### config.mk
export PLATFORM = sky130hd
export DESIGN_NAME = cfg_cmd_core
export DESIGN_NICKNAME = d
export VERILOG_FILES = /design/src/cfg_cmd_pkg.sv /design/src/cfg_cmd_core.sv /design/src/link_policy_resolve.sv /design/src/voice_field_decode.sv
export SDC_FILE = /design/constraint.sdc
export NUM_CORES = 1
export LEC_CHECK = 0
export BUFFER_PORTS_ARGS = -buffer_cell sky130_fd_sc_hd__buf_2
export CORE_ASPECT_RATIO = 1.25
export CORE_MARGIN = 2
export CORE_UTILIZATION = 53
export DETAILED_ROUTE_END_ITERATION = 6
export GPL_TIMING_DRIVEN = 0
export PLACE_DENSITY = 0.92
export REMOVE_ABC_BUFFERS = 1
export SLEW_MARGIN = 30
export SYNTH_ARGS = -nofsm -noshare
export SYNTH_HDL_FRONTEND = slang
export SYNTH_SLANG_ARGS = --single-unit
### constraint.sdc
create_clock -name clk -period 4.55 [get_ports clk]
set_clock_uncertainty 0.2 [all_clocks]
set_input_delay 1.1375 -clock clk [delete_from_list [all_inputs] [get_ports clk]]
set_output_delay 1.1375 -clock clk [all_outputs]
set_load 0.01 [all_outputs]
### src/cfg_cmd_pkg.sv
// constants shared by the configuration command interpreter
// ----------------------------------------------------------------
// Notes on behaviour
// accept policy write, code 0x0022, one byte
// policy 00 off, 01 point-to-point, 02 both
// encrypt only if authentication and policy enabled
// new policy affects later connections only
// both-traffic encryption uses temporary link key
// host never asks beyond local encryption support
// reported policy reduced to remote capability
// policy write status 00 ok, nonzero fails
// command complete event unless host masked it
// class read 0x0023 returns status, three bytes
// class write 0x0024 stores three bytes
// voice read 0x0025 returns status, ten bits
// one voice setting for all voice links
// bits 9:8 select input coding
// bits 7:6 select input data format
// bit 5 selects sample size, linear only
// voice read status 00 ok, nonzero fails
// bits 1:0 select air coding
// bits 4:2 give linear sample bit offset
// reserved policy fails, keeps stored policy
// class read returns last written value
// ----------------------------------------------------------------
`default_nettype none
package cfg_cmd_pkg;
  // command codes
  localparam logic [9:0] CODE_WR_POLICY = 10'h022;
  localparam logic [9:0] CODE_RD_CLASS = 10'h023;
  localparam logic [9:0] CODE_WR_CLASS = 10'h024;
  localparam logic [9:0] CODE_RD_VOICE = 10'h025;
  // policy values
  localparam logic [7:0] POLICY_OFF = 8'h00;
  localparam logic [7:0] POLICY_P2P = 8'h01;
  localparam logic [7:0] POLICY_BOTH = 8'h02;
  // status codes
  localparam logic [7:0] STATUS_OK = 8'h00;
  localparam logic [7:0] STATUS_UNKNOWN_CMD = 8'h01;
  localparam logic [7:0] STATUS_BAD_PARAM = 8'h12;
  localparam logic [7:0] STATUS_UNSUPPORTED = 8'h11;
  // return parameter lengths in bytes
  localparam logic [2:0] LEN_STATUS = 3'h1;
  localparam logic [2:0] LEN_CLASS = 3'h4;
  localparam logic [2:0] LEN_VOICE = 3'h3;
  // register offsets
  localparam logic [7:0] OFS_CTRL = 8'h00;
  localparam logic [7:0] OFS_VOICE = 8'h04;
  localparam logic [7:0] OFS_POLICY = 8'h08;
  localparam logic [7:0] OFS_CLASS = 8'h0C;
  localparam logic [7:0] OFS_LAST = 8'h10;
  // control bits
  localparam int CTRL_AUTH_BIT = 0;
  localparam int CTRL_ENC_SUP_BIT = 1;
  localparam int CTRL_EVT_MASK_BIT = 2;
  // voice setting field positions
  localparam int VOICE_CODING_LSB = 8;
  localparam int VOICE_FORMAT_LSB = 6;
  localparam int VOICE_SIZE_BIT = 5;
  localparam int VOICE_POS_LSB = 2;
  localparam int VOICE_AIR_LSB = 0;
  localparam logic [1:0] CODING_LINEAR = 2'h0;
  localparam logic [1:0] FIELD_RESERVED = 2'h3;
  // values after reset
  localparam logic [2:0] CTRL_RESET = 3'h0;
  localparam logic [9:0] VOICE_RESET = 10'h060;
  localparam logic [23:0] CLASS_RESET = 24'h000000;
endpackage : cfg_cmd_pkg
`default_nettype wire

### src/cfg_cmd_core.sv
// interpreter for the security, class and voice configuration commands
//
// Decided for this implementation: the register offsets and strobed register access.
`timescale 1ns/10ps
`default_nettype none
module cfg_cmd_core
  import cfg_cmd_pkg::*;
(
  input wire logic clk,
  input wire logic nrst,
  // command port
  input wire logic cmd_valid,
  output logic cmd_ready,
  input wire logic [9:0] command_code,
  input wire logic [23:0] cmd_param,
  // completion
  output logic cmd_done,
  output logic evt_valid,
  output logic [9:0] evt_code,
  output logic [7:0] evt_status,
  output logic [23:0] evt_data,
  output logic [2:0] evt_len,
  // register port
  input wire logic [7:0] reg_addr,
  input wire logic [31:0] reg_wdata,
  input wire logic reg_wr,
  input wire logic reg_rd,
  output logic [31:0] reg_rdata,
  // connection setup
  input wire logic conn_setup,
  input wire logic [1:0] remote_cap,
  output logic conn_done,
  output logic conn_encrypt,
  output logic [7:0] conn_policy,
  output logic conn_temp_key,
  // voice path configuration
  output logic [1:0] input_coding,
  output logic [1:0] data_format,
  output logic sample_16bit,
  output logic [2:0] bit_offset,
  output logic [1:0] slope_delta_air_coding,
  output logic voice_reserved
);
  typedef enum logic [0:0] {
    ST_IDLE = 1'b0,
    ST_RESP = 1'b1
  } state_t;

  state_t state_r, state_nxt;
  logic [2:0] ctrl_r, ctrl_nxt;
  logic [9:0] voice_r, voice_nxt;
  logic [7:0] policy_r, policy_nxt;
  logic [23:0] class_r, class_nxt;
  logic [9:0] last_code_r, last_code_nxt;
  logic [7:0] last_status_r, last_status_nxt;
  logic done_r, done_nxt;
  logic evt_r, evt_nxt;
  logic [9:0] code_r, code_nxt;
  logic [7:0] status_r, status_nxt;
  logic [23:0] data_r, data_nxt;
  logic [2:0] len_r, len_nxt;
  logic [31:0] rdata_r, rdata_nxt;
  logic take;
  logic [7:0] new_policy;

  assign take = cmd_valid && (state_r == ST_IDLE);
  assign new_policy = cmd_param[7:0];

  // ----------------------------------------------------------------
  // command execution
  // ----------------------------------------------------------------
  always_comb begin
    state_nxt = state_r;
    policy_nxt = policy_r;
    class_nxt = class_r;
    done_nxt = 1'b0;
    evt_nxt = 1'b0;
    code_nxt = code_r;
    status_nxt = status_r;
    data_nxt = data_r;
    len_nxt = len_r;
    last_code_nxt = last_code_r;
    last_status_nxt = last_status_r;
    case (state_r)
      ST_IDLE: begin
        if (take) begin
          state_nxt = ST_RESP;
          code_nxt = command_code;
          data_nxt = 24'h000000;
          len_nxt = LEN_STATUS;
          case (command_code)
            CODE_WR_POLICY: begin
              if (new_policy > POLICY_BOTH) begin
                status_nxt = STATUS_BAD_PARAM;
              end else if (!ctrl_r[CTRL_ENC_SUP_BIT] && (new_policy != POLICY_OFF)) begin
                status_nxt = STATUS_UNSUPPORTED;
              end else begin
                status_nxt = STATUS_OK;
                policy_nxt = new_policy;
              end
            end
            CODE_RD_CLASS: begin
              status_nxt = STATUS_OK;
              data_nxt = class_r;
              len_nxt = LEN_CLASS;
            end
            CODE_WR_CLASS: begin
              status_nxt = STATUS_OK;
              class_nxt = cmd_param;
            end
            CODE_RD_VOICE: begin
              status_nxt = STATUS_OK;
              data_nxt = {14'h0000, voice_r};
              len_nxt = LEN_VOICE;
            end
            default: begin
              status_nxt = STATUS_UNKNOWN_CMD;
            end
          endcase
        end
      end
      ST_RESP: begin
        state_nxt = ST_IDLE;
        done_nxt = 1'b1;
        evt_nxt = !ctrl_r[CTRL_EVT_MASK_BIT];
        last_code_nxt = code_r;
        last_status_nxt = status_r;
      end
      default: begin
        state_nxt = ST_IDLE;
      end
    endcase
  end

  always_ff @(posedge clk or negedge nrst) begin
    if (!nrst) begin
      state_r <= ST_IDLE;
      policy_r <= POLICY_OFF;
      class_r <= CLASS_RESET;
      done_r <= 1'b0;
      evt_r <= 1'b0;
      code_r <= 10'h000;
      status_r <= STATUS_OK;
      data_r <= 24'h000000;
      len_r <= 3'h0;
      last_code_r <= 10'h000;
      last_status_r <= STATUS_OK;
    end else begin
      state_r <= state_nxt;
      policy_r <= policy_nxt;
      class_r <= class_nxt;
      done_r <= done_nxt;
      evt_r <= evt_nxt;
      code_r <= code_nxt;
      status_r <= status_nxt;
      data_r <= data_nxt;
      len_r <= len_nxt;
      last_code_r <= last_code_nxt;
      last_status_r <= last_status_nxt;
    end
  end

  // ----------------------------------------------------------------
  // register port
  // ----------------------------------------------------------------
  always_comb begin
    ctrl_nxt = ctrl_r;
    voice_nxt = voice_r;
    rdata_nxt = 32'h00000000;
    if (reg_wr) begin
      case (reg_addr)
        OFS_CTRL: ctrl_nxt = reg_wdata[2:0];
        OFS_VOICE: voice_nxt = reg_wdata[9:0];
        default: ctrl_nxt = ctrl_r;
      endcase
    end
    if (reg_rd) begin
      case (reg_addr)
        OFS_CTRL: rdata_nxt = {29'h00000000, ctrl_r};
        OFS_VOICE: rdata_nxt = {22'h000000, voice_r};
        OFS_POLICY: rdata_nxt = {24'h000000, policy_r};
        OFS_CLASS: rdata_nxt = {8'h00, class_r};
        OFS_LAST: rdata_nxt = {14'h0000, last_status_r, last_code_r};
        default: rdata_nxt = 32'h00000000;
      endcase
    end
  end

  always_ff @(posedge clk or negedge nrst) begin
    if (!nrst) begin
      ctrl_r <= CTRL_RESET;
      voice_r <= VOICE_RESET;
      rdata_r <= 32'h00000000;
    end else begin
      ctrl_r <= ctrl_nxt;
      voice_r <= voice_nxt;
      rdata_r <= rdata_nxt;
    end
  end

  // ----------------------------------------------------------------
  // connection setup and voice decode
  // ----------------------------------------------------------------
  link_policy_resolve u_policy (
    .clk(clk),
    .nrst(nrst),
    .setup(conn_setup),
    .policy(policy_r),
    .auth_enable(ctrl_r[CTRL_AUTH_BIT]),
    .remote_cap(remote_cap),
    .done(conn_done),
    .encrypt(conn_encrypt),
    .reported(conn_policy),
    .temp_key(conn_temp_key)
  );

  voice_field_decode u_voice (
    .clk(clk),
    .nrst(nrst),
    .setting(voice_r),
    .input_coding(input_coding),
    .data_format(data_format),
    .sample_16bit(sample_16bit),
    .bit_offset(bit_offset),
    .air_coding(slope_delta_air_coding),
    .reserved_used(voice_reserved)
  );

  // ----------------------------------------------------------------
  // outputs
  // ----------------------------------------------------------------
  assign cmd_ready = (state_r == ST_IDLE);
  assign cmd_done = done_r;
  assign evt_valid = evt_r;
  assign evt_code = code_r;
  assign evt_status = status_r;
  assign evt_data = data_r;
  assign evt_len = len_r;
  assign reg_rdata = rdata_r;
endmodule : cfg_cmd_core
`default_nettype wire

### src/link_policy_resolve.sv
// per-connection encryption decision taken at connection setup
`timescale 1ns/10ps
`default_nettype none
module link_policy_resolve
  import cfg_cmd_pkg::*;
(
  input wire logic clk,
  input wire logic nrst,
  input wire logic setup,
  input wire logic [7:0] policy,
  input wire logic auth_enable,
  input wire logic [1:0] remote_cap,
  output logic done,
  output logic encrypt,
  output logic [7:0] reported,
  output logic temp_key
);
  logic done_r, done_nxt;
  logic encrypt_r, encrypt_nxt;
  logic [7:0] reported_r, reported_nxt;
  logic temp_key_r, temp_key_nxt;
  logic [7:0] remote_max;

  // ----------------------------------------------------------------
  // snapshot of the policy at setup
  // ----------------------------------------------------------------
  always_comb begin
    remote_max = {6'h00, remote_cap};
    done_nxt = setup;
    encrypt_nxt = encrypt_r;
    reported_nxt = reported_r;
    temp_key_nxt = temp_key_r;
    if (setup) begin
      reported_nxt = (policy > remote_max) ? remote_max : policy;
      encrypt_nxt = auth_enable && (reported_nxt != POLICY_OFF);
      temp_key_nxt = encrypt_nxt && (reported_nxt == POLICY_BOTH);
      if (!auth_enable) begin
        reported_nxt = POLICY_OFF;
      end
    end
  end

  always_ff @(posedge clk or negedge nrst) begin
    if (!nrst) begin
      done_r <= 1'b0;
      encrypt_r <= 1'b0;
      reported_r <= POLICY_OFF;
      temp_key_r <= 1'b0;
    end else begin
      done_r <= done_nxt;
      encrypt_r <= encrypt_nxt;
      reported_r <= reported_nxt;
      temp_key_r <= temp_key_nxt;
    end
  end

  assign done = done_r;
  assign encrypt = encrypt_r;
  assign reported = reported_r;
  assign temp_key = temp_key_r;
endmodule : link_policy_resolve
`default_nettype wire

### src/voice_field_decode.sv
// decoder of the global voice setting word into its fields
`timescale 1ns/10ps
`default_nettype none
module voice_field_decode
  import cfg_cmd_pkg::*;
(
  input wire logic clk,
  input wire logic nrst,
  input wire logic [9:0] setting,
  output logic [1:0] input_coding,
  output logic [1:0] data_format,
  output logic sample_16bit,
  output logic [2:0] bit_offset,
  output logic [1:0] air_coding,
  output logic reserved_used
);
  logic [9:0] fields_r;
  logic [9:0] fields_nxt;
  logic reserved_r;
  logic reserved_nxt;

  // ----------------------------------------------------------------
  // field split
  // ----------------------------------------------------------------
  always_comb begin
    fields_nxt = setting;
    reserved_nxt = (setting[VOICE_CODING_LSB +: 2] == FIELD_RESERVED) ||
                   (setting[VOICE_FORMAT_LSB +: 2] == FIELD_RESERVED) ||
                   (setting[VOICE_AIR_LSB +: 2] == FIELD_RESERVED);
    if (setting[VOICE_CODING_LSB +: 2] != CODING_LINEAR) begin
      fields_nxt[VOICE_SIZE_BIT] = 1'b0;
      fields_nxt[VOICE_POS_LSB +: 3] = 3'h0;
    end
  end

  always_ff @(posedge clk or negedge nrst) begin
    if (!nrst) begin
      fields_r <= VOICE_RESET;
      reserved_r <= 1'b0;
    end else begin
      fields_r <= fields_nxt;
      reserved_r <= reserved_nxt;
    end
  end

  assign input_coding = fields_r[VOICE_CODING_LSB +: 2];
  assign data_format = fields_r[VOICE_FORMAT_LSB +: 2];
  assign sample_16bit = fields_r[VOICE_SIZE_BIT];
  assign bit_offset = fields_r[VOICE_POS_LSB +: 3];
  assign air_coding = fields_r[VOICE_AIR_LSB +: 2];
  assign reserved_used = reserved_r;
endmodule : voice_field_decode
`default_nettype wire
==> results.toml <==
[status]
status = "complete, but fails checks"
violations = "DRC"

[pwr]
total_power_mw = 2.89
ir_drop_mv = 0.261
pwr_density_cell_nw_per_um2 = 398
cellLeakagePower_nw = 3.92

[timing]
rsz0062_at_grt = "no"
tightest_slew_ns = 0.734
final-setup-viol-count = 0
fmax_mhz = 307
setup_tns_ns = 0
finalHoldViolCount = 0
finalCritPeriodShare_pct = 71.5
slew-limit-headroom_pct = 50.6
drv_slew = 0
fin_crit_ns = 3.25

[synth]
ys_ff_latch = 147
synth_area_leaders = "dfrtp_1 (60%), mux2_2 (10%), nand2_1 (2.9%), a221o_1 (2.5%), nor2b_1 (2.1%)"
ys_types = 50
synth_warnings = 0
synth_cells = 462
ys_seq_area_share_pct = 62.1
synthDominantCellAreaShare_pct = 60.4
yosysTopAreaCell = "dfrtp_1"
async_reset_ff_share_pct = 100
synth-edff-count = 0
synthesis.area_um2 = 5930
syn_avg_cell_area_um2 = 12.8
ys.flop_type = "dfrtp_1"

[clock_network]
post_cts.repair.setup_buffers = 0
cts_buffers = 17
root_buffer = "clkbuf_16"
h-tree-depth = 4
postCtsHoldBufs = 0
clk_latency_ns = 0.41
cts_tree = "yes"
ctsLongestPathBuffers = 2
clock_sinks = 147
cts_resized = 0
clkSlewWorstSetupHoldPaths_ns = 0.06

[drt]
drt-initial-drc-count = 310
dr.pass1.iters = 7
routedWlPerCell_um = 19.0
vias = 4240
viasPerCell = 5.62
drc_errors = 18
finalWirelength_um = 14400
ant_nets = 0

[final_layout]
n_antenna_cell = 0
layout.cells.most_common = "buf_2"
area_growth_pct = 22.3
seq_area_um2 = 3680
fin_nets = 690
multi_input_area_um2 = 2030
layout_common_cells = "buf_2 (147), dfrtp_1 (143), mux2_2 (53)"
nFillCells = 860
drive_gt1_share_pct = 40.1

[global_route]
grt_max_degree = 86
antenna_found_initial = 0
grt-ovfl-total = 0
grt_pass1_vias = 4477
grt_usage_pct = 24.4
grt_first_pass_wirelength_um = 22900

[die]
die_area_um2 = 12100
ioPinCount = 184
rows = 43
fp.coreArea_um2 = 11000
die_y_um = 122
fp.dieW_um = 98.6
initial_core_util_pct = 54.0

[place]
portBuffers = 148
gp_congestion = 0.853
dpl.hpwl_um = 10000

[worst_setup_path]
critical_path_class = "input port to flop"
critPathMaxFanout = 29
cp-end-kind = "flop"
required_ns = 4.69
path_cells = "buf_2 > nand2_2 > inv_2 > and3_4 > and4b_2 > a221o_1"
cp_slowest_stage_delay_ns = 0.68
cp-start-kind = "input port"
cpMaxStageDelayCell = "and4b_2"
arrival_ns = 3.39

[hold_path]
hold_class = "flop to flop"

[flow_run]
max_cap_violations = 0
[power breakdown]
group	total, mW	switching, mW	internal [mW]
Sequential	1.39	0.0373	1.35
Combinational	0.187	0.109	0.0783
Clock	1.31	0.552	0.755
[critical path: cells and delay by family]
family | cells | cell delay [ns]
buf+inv | 2 | 0.62
compound gates | 1 | 0.27
simple gates | 3 | 1.35
[layout make-up]
class,count,share of cell area [%]
well taps,135,2.33
repair buffers,149,10.7
flip-flops and latches,147,50.8
multi-input cells,284,28.0
clock buffers,17,5.87
inverters,7,0.362
clock inverters,15,1.85
[state kept, by name (all words and copies together) (netlist names), 8 cells and up]
register           flops
u_policy.reported      8
policy_r               8
last_code_r           10
class_r               24
evt_data              24
evt_code              10
reg_rdata             24
u_voice.fields_r      10
voice_r               10
[per-layer routing]
| metal | share of wire, % | global-route usage (%) | vias up |
|---|---|---|---|
| met3 | 7.5 | 7.18 | 18 |
| met2 | 52 | 41.9 | 182 |
| met5 | 0 | 0 | - |
| met4 | 1.4 | 7.45 | 0 |
| met1 | 39 | 30.1 | 2131 |
| li1 | - | - | 1909 |
[through the flow]
stage / setup WS (ns) / cells / cell area (um2) / util [%] / hold slack [ns]
2_1_floorplan: 1.51 / 438 / 5740 / - / 0.173
3_3_place_gp: 0.283 / 721 / 6650 / 60.6 / 0.191
3_5_place_dp: 0.871 / 722 / 6690 / 60.9 / 0.201
4_1_cts: 1.26 / 754 / 7250 / 66.0 / 0.211
5_1_grt: 1.11 / 754 / 7250 / 66.1 / 0.218
6_report: 1.30 / 754 / 7250 / 66.1 / 0.212
[cells in the mapped netlist (all sizes together), types with 2 or more instances]
cell type	instances
nor3	2
and2	4
and4b	6
nand3	4
a22o	14
or2	3
nand4	2
ha	2
o21ai	2
mux2	53
dfrtp	143
nor3b	3
inv	7
nor2	19
buf	22
a31oi	2
dfstp	4
nor2b	20
and3	14
nand2	48
and2b	7
a2bb2oi	5
a221o	15
mux2i	3
a22oi	9
nor4	5
a21oi	13
a21o	3
clkbuf	14
[final timing paths]
kind / start / to / slack, ns / cells after the start
min in group asynchronous: nrst / u_voice.fields_r[4] / 0.46 / 1
worst max register to register: state_r / class_r[5] / 1.30 / 6
worst min-delay path: voice_r[6] / u_voice.fields_r[6] / 0.21 / 0
max in group asynchronous: nrst / ctrl_r[0] / 2.92 / 2
worst min register to register: voice_r[6] / u_voice.fields_r[6] / 0.21 / 0
worst max-delay path: cmd_valid / evt_data[9] / 1.30 / 6
[cell families (layout without fill, tap and decap cells)]
| family | after synthesis | in the layout | synth area share [%] |
|---|---|---|---|
| AO/OA/AOI/OAI | 71 | 71 | 9.52 |
| XOR/XNOR | 2 | 2 | 0.296 |
| adder cells (fa/ha/maj) | 2 | 2 | 0.422 |
| buffers and inverters | 43 | 188 | 4.35 |
| flip-flops | 147 | 147 | 62.1 |
| multiplexers | 56 | 56 | 10.6 |
| other | 1 | 13 | 0.0633 |
| AND/OR/NAND/NOR | 140 | 140 | 12.6 |
Note: power is estimated with default switching activity, not from simulation.
